[src/mbpwm_defs.vh]
`ifndef MBPWM_DEFS_VH
`define MBPWM_DEFS_VH
// register byte offsets
`define MBPWM_IR_OFS      12'h000
`define MBPWM_TCR_OFS     12'h004
`define MBPWM_TC_OFS      12'h008
`define MBPWM_PR_OFS      12'h00c
`define MBPWM_PC_OFS      12'h010
`define MBPWM_MCR_OFS     12'h014
`define MBPWM_MATCH_OFS   12'h018
`define MBPWM_MATCH_LAST  12'h030
`define MBPWM_PCR_OFS     12'h04c
`define MBPWM_LER_OFS     12'h050
`define MBPWM_MASK_OFS    12'h054
// timer control bits
`define MBPWM_TCR_EN      0
`define MBPWM_TCR_RST     1
`define MBPWM_TCR_PWM     3
// match control field: interrupt, reset, stop per match
`define MBPWM_MCR_INT     0
`define MBPWM_MCR_RST     1
`define MBPWM_MCR_STOP    2
// output control: bits 2..6 select double edge, bits 9..14 enable
`define MBPWM_PCR_SEL     2
`define MBPWM_PCR_ENA     9
// reset values
`define MBPWM_MATCH_RST   32'h00000000
`define MBPWM_CTRL_RST    32'h00000000
`define MBPWM_NMATCH      7
`define MBPWM_NOUT        6
`endif

[src/mbpwm_match_mem.v]
`include "mbpwm_defs.vh"
// seven-entry match store, registered read port
module mbpwm_match_mem (
  // clock and reset
  input  wire        clock,
  input  wire        reset_n,
  // write port
  input  wire        wr_en,
  input  wire [2:0]  wr_idx,
  input  wire [31:0] wr_data,
  // read port
  input  wire [2:0]  rd_idx,
  output reg  [31:0] rd_data,
  // whole content, for the shadow load
  output wire [223:0] all_data
);
  reg [31:0] mem [0:6];
  genvar g;
  // write side and flat view of every entry
  generate
    for (g = 0; g < `MBPWM_NMATCH; g = g + 1) begin : ent
      always @(posedge clock or negedge reset_n) begin
        if (!reset_n) begin
          mem[g] <= `MBPWM_MATCH_RST;
        end else if (wr_en && wr_idx == g) begin
          mem[g] <= wr_data;
        end
      end
      assign all_data[32*g+31:32*g] = mem[g];
    end
  endgenerate
  // registered read, out of range reads as zero
  always @(posedge clock or negedge reset_n) begin
    if (!reset_n) begin
      rd_data <= 32'h00000000;
    end else if (rd_idx < 3'h7) begin
      rd_data <= mem[rd_idx];
    end else begin
      rd_data <= 32'h00000000;
    end
  end
endmodule

[src/mbpwm_unit.v]
// The APB interface to the registers and the placing of the registers were chosen for this implementation.
`include "mbpwm_defs.vh"
module mbpwm_unit (
  // clock and reset
  input  wire        clock,
  input  wire        reset_n,
  // apb slave
  input  wire        psel,
  input  wire        penable,
  input  wire        pwrite,
  input  wire [11:0] paddr,
  input  wire [31:0] pwdata,
  output reg  [31:0] prdata,
  output reg         pready,
  output reg         pslverr,
  // modulated outputs
  output reg  [5:0]  pwm_out,
  // interrupt
  output reg         irq
);
  // control and status registers
  reg  [1:0]   run_ctrl;      // bit0 enable, bit1 hold in reset
  reg          pwm_mode;
  reg  [31:0]  timer_count;
  reg  [31:0]  prescale_limit;
  reg  [31:0]  prescale_count;
  reg  [20:0]  match_ctrl;
  reg  [14:0]  out_ctrl;
  reg  [6:0]   release_mask;
  reg  [6:0]   irq_status;
  reg  [6:0]   irq_mask;
  reg  [31:0]  active_match [0:6];
  reg          rd_pend;
  reg          mem_rd;
  reg  [31:0]  rd_hold;
  reg  [31:0]  next_rd;
  reg          hit_err;
  wire         setup;
  wire         wr_acc;
  wire         match_sel;
  wire [2:0]   match_idx;
  wire [31:0]  mem_q;
  wire [223:0] written_match;
  wire         tick;
  wire [6:0]   hit;
  wire [6:0]   hit_rst;
  wire [6:0]   hit_stop;
  wire         period_hit;
  wire [11:0]  match_off;

  assign setup     = psel && !penable;
  assign wr_acc    = psel && penable && pready && pwrite;
  assign match_off = paddr - `MBPWM_MATCH_OFS;
  assign match_sel = (paddr >= `MBPWM_MATCH_OFS) && (paddr <= `MBPWM_MATCH_LAST) && (paddr[1:0] == 2'h0);
  assign match_idx = match_off[4:2];

  // written match values live in the small store; active copies below
  mbpwm_match_mem u_mem (
    .clock    (clock),
    .reset_n  (reset_n),
    .wr_en    (wr_acc && match_sel),
    .wr_idx   (match_idx),
    .wr_data  (pwdata),
    .rd_idx   (match_idx),
    .rd_data  (mem_q),
    .all_data (written_match)
  );

  // prescaler tick once the prescale count reaches its limit
  assign tick = run_ctrl[`MBPWM_TCR_EN] && !run_ctrl[`MBPWM_TCR_RST]
                && (prescale_count == prescale_limit);

  // compare every active match against the counter
  genvar g;
  generate
    for (g = 0; g < `MBPWM_NMATCH; g = g + 1) begin : cmp
      assign hit[g]      = tick && (timer_count == active_match[g]);
      assign hit_rst[g]  = hit[g] && match_ctrl[3*g+`MBPWM_MCR_RST];
      assign hit_stop[g] = hit[g] && match_ctrl[3*g+`MBPWM_MCR_STOP];
    end
  endgenerate
  // in modulation mode match 0 always closes the cycle
  assign period_hit = hit[0] && (pwm_mode || match_ctrl[`MBPWM_MCR_RST]);

  // prescaler and counter; reset on match wraps to zero
  always @(posedge clock or negedge reset_n) begin
    if (!reset_n) begin
      prescale_count <= 32'h00000000;
      timer_count    <= 32'h00000000;
    end else if (run_ctrl[`MBPWM_TCR_RST]) begin
      prescale_count <= 32'h00000000;
      timer_count    <= 32'h00000000;
    end else if (run_ctrl[`MBPWM_TCR_EN]) begin
      if (tick) begin
        prescale_count <= 32'h00000000;
        if (period_hit || (|hit_rst)) begin
          timer_count <= 32'h00000000;
        end else if (!(|hit_stop)) begin
          timer_count <= timer_count + 32'h00000001; // a stop match holds the matching count
        end
      end else begin
        prescale_count <= prescale_count + 32'h00000001;
      end
    end
  end

  // shadow load: released values copy in at the cycle boundary in modulation mode, at once otherwise
  generate
    for (g = 0; g < `MBPWM_NMATCH; g = g + 1) begin : shd
      always @(posedge clock or negedge reset_n) begin
        if (!reset_n) begin
          active_match[g] <= `MBPWM_MATCH_RST;
        end else if (release_mask[g] && (period_hit || !pwm_mode)) begin
          active_match[g] <= written_match[32*g+31:32*g];
        end
      end
    end
  endgenerate

  // release bits clear once taken; a new release in the same cycle wins
  always @(posedge clock or negedge reset_n) begin
    if (!reset_n) begin
      release_mask <= 7'h00;
    end else if (wr_acc && paddr == `MBPWM_LER_OFS) begin
      // bits taken at this edge drop, so a stale release cannot apply a later write
      release_mask <= ((period_hit || !pwm_mode) ? 7'h00 : release_mask) | pwdata[6:0];
    end else if (period_hit || !pwm_mode) begin
      release_mask <= 7'h00;
    end
  end

  // outputs: channel n (1..6) single edge set by period, cleared by match n;
  // double edge set by match n-1, cleared by match n
  generate
    for (g = 1; g <= `MBPWM_NOUT; g = g + 1) begin : outp
      wire dbl;
      wire set_e;
      wire clr_e;
      if (g == 1) begin : sgl_only
        assign dbl = 1'b0; // first output has no double form
      end else begin : sel
        assign dbl = out_ctrl[g];
      end
      assign set_e = dbl ? hit[g-1] : hit[0];
      assign clr_e = hit[g];
      always @(posedge clock or negedge reset_n) begin
        if (!reset_n) begin
          pwm_out[g-1] <= 1'b0;
        end else if (!pwm_mode || !out_ctrl[`MBPWM_PCR_ENA+g-1]) begin
          pwm_out[g-1] <= 1'b0;
        end else if (clr_e && !(dbl && set_e)) begin
          pwm_out[g-1] <= 1'b0;
        end else if (set_e && !clr_e) begin
          pwm_out[g-1] <= 1'b1;
        end else if (set_e && clr_e && dbl) begin
          pwm_out[g-1] <= 1'b0; // equal edges: no pulse
        end
      end
    end
  endgenerate

  // control registers; stop on match clears the enable
  always @(posedge clock or negedge reset_n) begin
    if (!reset_n) begin
      run_ctrl       <= 2'h0;
      pwm_mode       <= 1'b0;
      prescale_limit <= `MBPWM_CTRL_RST;
      match_ctrl     <= 21'h000000;
      out_ctrl       <= 15'h0000;
      irq_mask       <= 7'h00;
    end else begin
      if (wr_acc && paddr == `MBPWM_TCR_OFS) begin
        run_ctrl <= {pwdata[`MBPWM_TCR_RST], pwdata[`MBPWM_TCR_EN]};
        pwm_mode <= pwdata[`MBPWM_TCR_PWM];
      end else if (|hit_stop) begin
        run_ctrl[`MBPWM_TCR_EN] <= 1'b0;
      end
      if (wr_acc && paddr == `MBPWM_PR_OFS) begin
        prescale_limit <= pwdata;
      end
      if (wr_acc && paddr == `MBPWM_MCR_OFS) begin
        match_ctrl <= pwdata[20:0];
      end
      if (wr_acc && paddr == `MBPWM_PCR_OFS) begin
        out_ctrl <= pwdata[14:0];
      end
      if (wr_acc && paddr == `MBPWM_MASK_OFS) begin
        irq_mask <= pwdata[6:0];
      end
    end
  end

  // sticky match flags, write one to clear; a new hit wins
  generate
    for (g = 0; g < `MBPWM_NMATCH; g = g + 1) begin : flg
      always @(posedge clock or negedge reset_n) begin
        if (!reset_n) begin
          irq_status[g] <= 1'b0;
        end else if (hit[g] && match_ctrl[3*g+`MBPWM_MCR_INT]) begin
          irq_status[g] <= 1'b1;
        end else if (wr_acc && paddr == `MBPWM_IR_OFS && pwdata[g]) begin
          irq_status[g] <= 1'b0;
        end
      end
    end
  endgenerate

  // level interrupt from a flop
  always @(posedge clock or negedge reset_n) begin
    if (!reset_n) begin
      irq <= 1'b0;
    end else begin
      irq <= |(irq_status & irq_mask);
    end
  end

  // read mux for the plain registers
  always @* begin
    next_rd = 32'h00000000;
    hit_err = 1'b0;
    case (paddr)
      `MBPWM_IR_OFS:   next_rd = {25'h0000000, irq_status};
      `MBPWM_TCR_OFS:  next_rd = {28'h0000000, pwm_mode, 1'b0, run_ctrl};
      `MBPWM_TC_OFS:   next_rd = timer_count;
      `MBPWM_PR_OFS:   next_rd = prescale_limit;
      `MBPWM_PC_OFS:   next_rd = prescale_count;
      `MBPWM_MCR_OFS:  next_rd = {11'h000, match_ctrl};
      `MBPWM_PCR_OFS:  next_rd = {17'h00000, out_ctrl};
      `MBPWM_LER_OFS:  next_rd = {25'h0000000, release_mask};
      `MBPWM_MASK_OFS: next_rd = {25'h0000000, irq_mask};
      default:         hit_err = !match_sel;
    endcase
  end

  // apb: setup latches read data, access answers one cycle later
  always @(posedge clock or negedge reset_n) begin
    if (!reset_n) begin
      pready  <= 1'b0;
      pslverr <= 1'b0;
      prdata  <= 32'h00000000;
      rd_pend <= 1'b0;
      mem_rd  <= 1'b0;
      rd_hold <= 32'h00000000;
    end else if (setup) begin
      rd_pend <= 1'b1;
      mem_rd  <= match_sel;
      rd_hold <= next_rd;
      pslverr <= 1'b0;
      pready  <= 1'b0;
    end else if (psel && penable && rd_pend && !pready) begin
      pready  <= 1'b1;
      pslverr <= hit_err;
      prdata  <= pwrite ? 32'h00000000 : (mem_rd ? mem_q : rd_hold);
      rd_pend <= 1'b0;
    end else begin
      pready  <= 1'b0;
      pslverr <= 1'b0;
    end
  end
endmodule

[config.mk]
export PLATFORM = sky130hd
export DESIGN_NAME = mbpwm_unit
export DESIGN_NICKNAME = d
export VERILOG_FILES = /design/src/mbpwm_match_mem.v /design/src/mbpwm_unit.v
export VERILOG_INCLUDE_DIRS = /design/src
export SDC_FILE = /design/constraint.sdc
export NUM_CORES = 1
export LEC_CHECK = 0
export BUFFER_PORTS_ARGS = -buffer_cell sky130_fd_sc_hd__buf_2
export CORE_UTILIZATION = 45
export DETAILED_ROUTE_END_ITERATION = 10
export PLACE_DENSITY = 0.61
export SKIP_CTS_REPAIR_TIMING = 1
export SLEW_MARGIN = 20
export SYNTH_ARGS = -nofsm -noshare
export SYNTH_HDL_FRONTEND = slang
export SYNTH_SLANG_ARGS = --single-unit
export TNS_END_PERCENT = 50
[constraint.sdc]
create_clock -name clock -period 3 [get_ports clock]
set_input_delay 0 -clock clock [delete_from_list [all_inputs] [get_ports clock]]
set_output_delay 0 -clock clock [all_outputs]
set_load 0.02 [all_outputs]
==> results by stage <==
Run status:
- The flow ran to the end, but the final reports show violations.
- The final reports fail on hold timing, setup timing.

Setup path:
- The maximum single-stage delay on the critical path is 420 ps.
- The critical path goes through buf_12 -> xor2_1 -> nor4_1 -> buf_4 -> nand4_1 -> buf_4 -> nor3_2 -> a2111o_1 -> buf_4 -> nor3_2 -> buf_4 -> mux2i_1 -> nor2_2.
- The critical path data required time is 3530 ps.
- The kind of end point of the critical path is a flop.
- The cell count of the worst reg-to-reg path is 13.
- The critical path launch point type is a flop.
- The peak fanout along the critical path is 6.
- In this run the number of cells on the critical path is 13.
- The number of buffers and inverters on the critical path is 5.
- The data arrival time of the critical path is 3540 ps.
- The most frequent cell on the critical path is sky130_fd_sc_hd__buf_4.
- Among all stages on the critical path, the largest delay is contributed by sky130_fd_sc_hd__dfrtp_1.
- The category of the critical setup timing path is flop to flop.
- The cell family contributing the most delay on the critical path is simple AND/OR/NAND/NOR gates.

Timing:
- The headroom to the max-slew limit is 0.2085.
- The number of hold violations in the final report is 22.
- For this run, the top clock speed supported by timing is 332.6 MHz.
- The ratio of final minimum period to clock period is 1.002.
- In the final timing run, aggregate negative setup slack is -15.74 ps.
- The tightest hold path in the finished design has a slack of -15.17 ps.
- Setup repair after global routing could not meet its margin everywhere.
- Between clock sinks in the finished design, the worst skew comes to 22.42 ps.
- Setup violations remaining at the end of the flow were counted as 6.
- The final number of max-transition violations is 0.
- The transition time of the tightest slew-check pin is 1176 ps.
- After layout, the worst setup slack is -7.071 ps.
- For the finished layout, the period the worst path requires is 3007 ps.

Logic synthesis:
- Yosys printed 0 warnings.
- The number of instances in the synthesized netlist is 2752.
- The dominant synthesized flop cell is sky130_fd_sc_hd__dfrtp_1.
- Of the total synthesized cell area, the portion taken by full adders, half adders and majority gates is 0.001112.
- The number of distinct standard cells referenced by the synthesized netlist is 61.
- The synthesized netlist occupies a cell area of 33760 um^2.
- The number of nets in the synthesized netlist is 2804.
- The share of flip-flops with an asynchronous set or reset is 1.000.
- Dividing the synthesized area by the synthesized cell count gives 12.27 um^2.
- Measured against the total synthesized area, the mux share comes to 0.2270.
- Yosys mapped a number of flops with a built-in enable equal to 0.
- The compound-cell area share of the yosys netlist was 0.07120.
- The xor and xnor area share after synthesis is 0.06745.
- Of the total synthesized cell area, the portion taken by AND, OR, NAND and NOR gates is 0.07827.
- The largest family of logic cells by synthesized area is multiplexers.
- The post-synthesis sequential element count is 711.
- For this run, the register share of the synthesized area comes to 0.5270.

Clocking:
- The clock sink count is 711.
- The post-CTS clock slew at the launch and capture registers of the worst setup and hold paths is 70 ps.
- TritonCTS built the clock tree.
- For the worst-skew pair, the clock arrives at the later sink with an insertion delay of 630 ps.
- In this run the number of H-tree levels came out at 3.
- The maximum buffer depth of the clock tree is 3.
- The total clock buffers created by CTS is 80.
- The buffer cell driving the clock tree root is sky130_fd_sc_hd__clkbuf_16.

Global route:
- The wire length of the first global-routing pass is 176600 um.
- The leftover overflow at the end of global routing is 0.
- Across every metal layer, demand over resource in global routing totals 0.3252.
- The largest net degree at the start of global routing is 88.
- The number of antenna violations at the first check in global routing is 7.
- The number of global-route vias before repair is 24593.

Layout:
- In the final layout, the share of cells above drive strength 1 is 0.3777.
- In the final design database the tool counted 3141 nets.
- The area added between synthesis and finish is 22.66%.
- Leaving out fill and tap cells, the most frequent cells in the layout are sky130_fd_sc_hd__dfrtp_1 (706), sky130_fd_sc_hd__mux2_2 (503), sky130_fd_sc_hd__buf_4 (294).
- The finished layout holds 4121 standard cells, fillers aside.
- The most common cell after layout, fill and taps aside is sky130_fd_sc_hd__dfrtp_1.

Floorplanning:
- The die boundary height is 275.9 um.
- The area of the core is 74320 um^2.
- The chip width is 275.9 um.
- The die area is 76120 um^2.
- The total I/O pin count is 90.
- The floorplan has 100 rows.
- The initial core utilization is 0.4542.

Power and ir drop:
- Of the total power, the clock network draws 0.501.
- The combinational cell fraction of total power is 0.033.
- The switching component of the power is 4633 uW.
- Power spread over the standard cell area amounts to 497.2 nW/um^2.
- The portion of total power attributed to sequential cells is 0.466.
- Internal power comes to 15960 uW.
- The leakage dissipation is 0.02076 uW.
- The design draws 20590 uW.
- Of the total power, the share spent switching nets is 0.2250.
- The largest voltage drop on the vdd net is 0.3935 mV.

Detailed routing:
- The via density per instance is 6.025.
- The count of routing violations after the opening detailed-route iteration is 2742.
- The first TritonRoute pass finished after 6 iterations.
- The detail route stage leaves a number of antenna-violating nets equal to 0.
- In the routed design, unresolved DRC markers number 0.
- The final routed wirelength across all metal layers is 125400 um.
- After detailed routing, the average wire length per cell comes to 30.42 um.
- For this block, the via count after detailed routing is 24831.

Placed design:
- The total of buffers placed on input and output ports is 89.
- The last weighted congestion value of the routability-driven placer is 1.052.
- OpenSTA, run right after detailed placement, puts the worst setup slack at -190.1 ps.
- The number of placed instances, taps included is 3928.
- Detailed placement ended at an HPWL of 91190 um.

Min path:
- The worst hold path passes through 3 cells.
- The worst hold path class is input pin to flop.

Flow run:
- The number of max-cap violations is 0.
[through the flow]
stage,util,instance area (um^2)
after CTS,0.5432,40380
after global routing,0.5571,41410
after detailed placement,0.5061,37620
after floorplan,-,33760
final,0.5572,41410
after global placement,0.5061,37620
[worst register-to-register path, stage by stage (launching register included)]
cell                       delay (ps)
sky130_fd_sc_hd__dfrtp_1          420
sky130_fd_sc_hd__buf_12           160
sky130_fd_sc_hd__xor2_1           170
sky130_fd_sc_hd__nor4_1           400
sky130_fd_sc_hd__buf_4            200
sky130_fd_sc_hd__nand4_1          110
sky130_fd_sc_hd__buf_4            210
sky130_fd_sc_hd__nor3_2           340
sky130_fd_sc_hd__a2111o_1         230
sky130_fd_sc_hd__buf_4            160
sky130_fd_sc_hd__nor3_2            40
sky130_fd_sc_hd__buf_4            150
sky130_fd_sc_hd__mux2i_1          120
sky130_fd_sc_hd__nor2_2           200
[cell families after synthesis]
family / after synthesis
simple gates: 541
flops: 711
xor+xnor: 260
mux: 657
compound gates: 349
fa+ha+maj: 3
buf+inv: 231
[synth_stat cells, types with 21 or more instances]
| library cell | count | share of area |
|---|---|---|
| sky130_fd_sc_hd__xor2_1 | 161 | 0.042 |
| sky130_fd_sc_hd__buf_1 | 40 | 0.0044 |
| sky130_fd_sc_hd__clkbuf_1 | 113 | 0.013 |
| sky130_fd_sc_hd__a22oi_1 | 24 | 0.0053 |
| sky130_fd_sc_hd__o21ai_0 | 105 | 0.016 |
| sky130_fd_sc_hd__nand3_1 | 39 | 0.0058 |
| sky130_fd_sc_hd__a31oi_1 | 23 | 0.0043 |
| sky130_fd_sc_hd__dfrtp_1 | 711 | 0.53 |
| sky130_fd_sc_hd__nor4_1 | 57 | 0.011 |
| sky130_fd_sc_hd__a21oi_1 | 35 | 0.0052 |
| sky130_fd_sc_hd__nor2_1 | 112 | 0.012 |
| sky130_fd_sc_hd__buf_2 | 52 | 0.0077 |
| sky130_fd_sc_hd__nor3_1 | 21 | 0.0031 |
| sky130_fd_sc_hd__xnor2_1 | 99 | 0.026 |
| sky130_fd_sc_hd__mux2_2 | 503 | 0.17 |
| sky130_fd_sc_hd__mux4_2 | 35 | 0.023 |
| sky130_fd_sc_hd__mux2i_1 | 104 | 0.031 |
| sky130_fd_sc_hd__inv_1 | 21 | 0.0023 |
| sky130_fd_sc_hd__nand2_1 | 179 | 0.020 |
| sky130_fd_sc_hd__o31ai_1 | 45 | 0.010 |
| sky130_fd_sc_hd__nand4_1 | 56 | 0.010 |
[routing by layer]
metal  global-route usage  routed length, um
met1               0.4572              53310
met2               0.5076              57670
met3              0.05376               9457
met4               0.1178               4924
met5                    0                 12
[sequential cells by signal, indices dropped and copies added (netlist names)]
signal / cells
active_match: 224
irq: 1
irq_mask: 7
irq_status: 7
match_ctrl: 21
mem_rd: 1
out_ctrl: 15
prdata: 32
pready: 1
prescale_count: 32
prescale_limit: 32
pslverr: 1
pwm_mode: 1
pwm_out: 6
rd_hold: 32
rd_pend: 1
release_mask: 7
run_ctrl: 2
timer_count: 32
u_mem.all_data: 224
u_mem.rd_data: 32
[power by group through the flow]
stage               combinational [uW]  sequential, uW  clock, uW
floorplan                          191            9780          0
global placement                   628            9770          0
detailed placement                 639            9770          0
CTS                                641            9600      10500
global route                       725            9590      10900
finish                             670            9600      10300
[cell type report]
cell class | instances | area (um^2)
Fill cell | 6297 | 32910
Sequential cell | 711 | 17800
Multi-Input combinational cell | 1810 | 15530
Timing Repair Buffer | 465 | 4026
Clock buffer | 110 | 2320
Tap cell | 969 | 1212
Clock inverter | 34 | 439.2
Inverter | 21 | 78.83
Antenna cell | 1 | 2.502
[final timing paths]
path | from | endpoint | slack [ps]
worst max-delay path | timer_count[19] | timer_count[24] | -7
worst min-delay path | pwrite | prdata[17] | -20
worst max register to register | timer_count[19] | timer_count[24] | -7
worst min register to register | prdata[17] | prdata[17] | 470
max in group asynchronous | reset_n | out_ctrl[6] | 1840
min in group asynchronous | reset_n | prdata[22] | 60
Power figures use the tool's default switching activity.
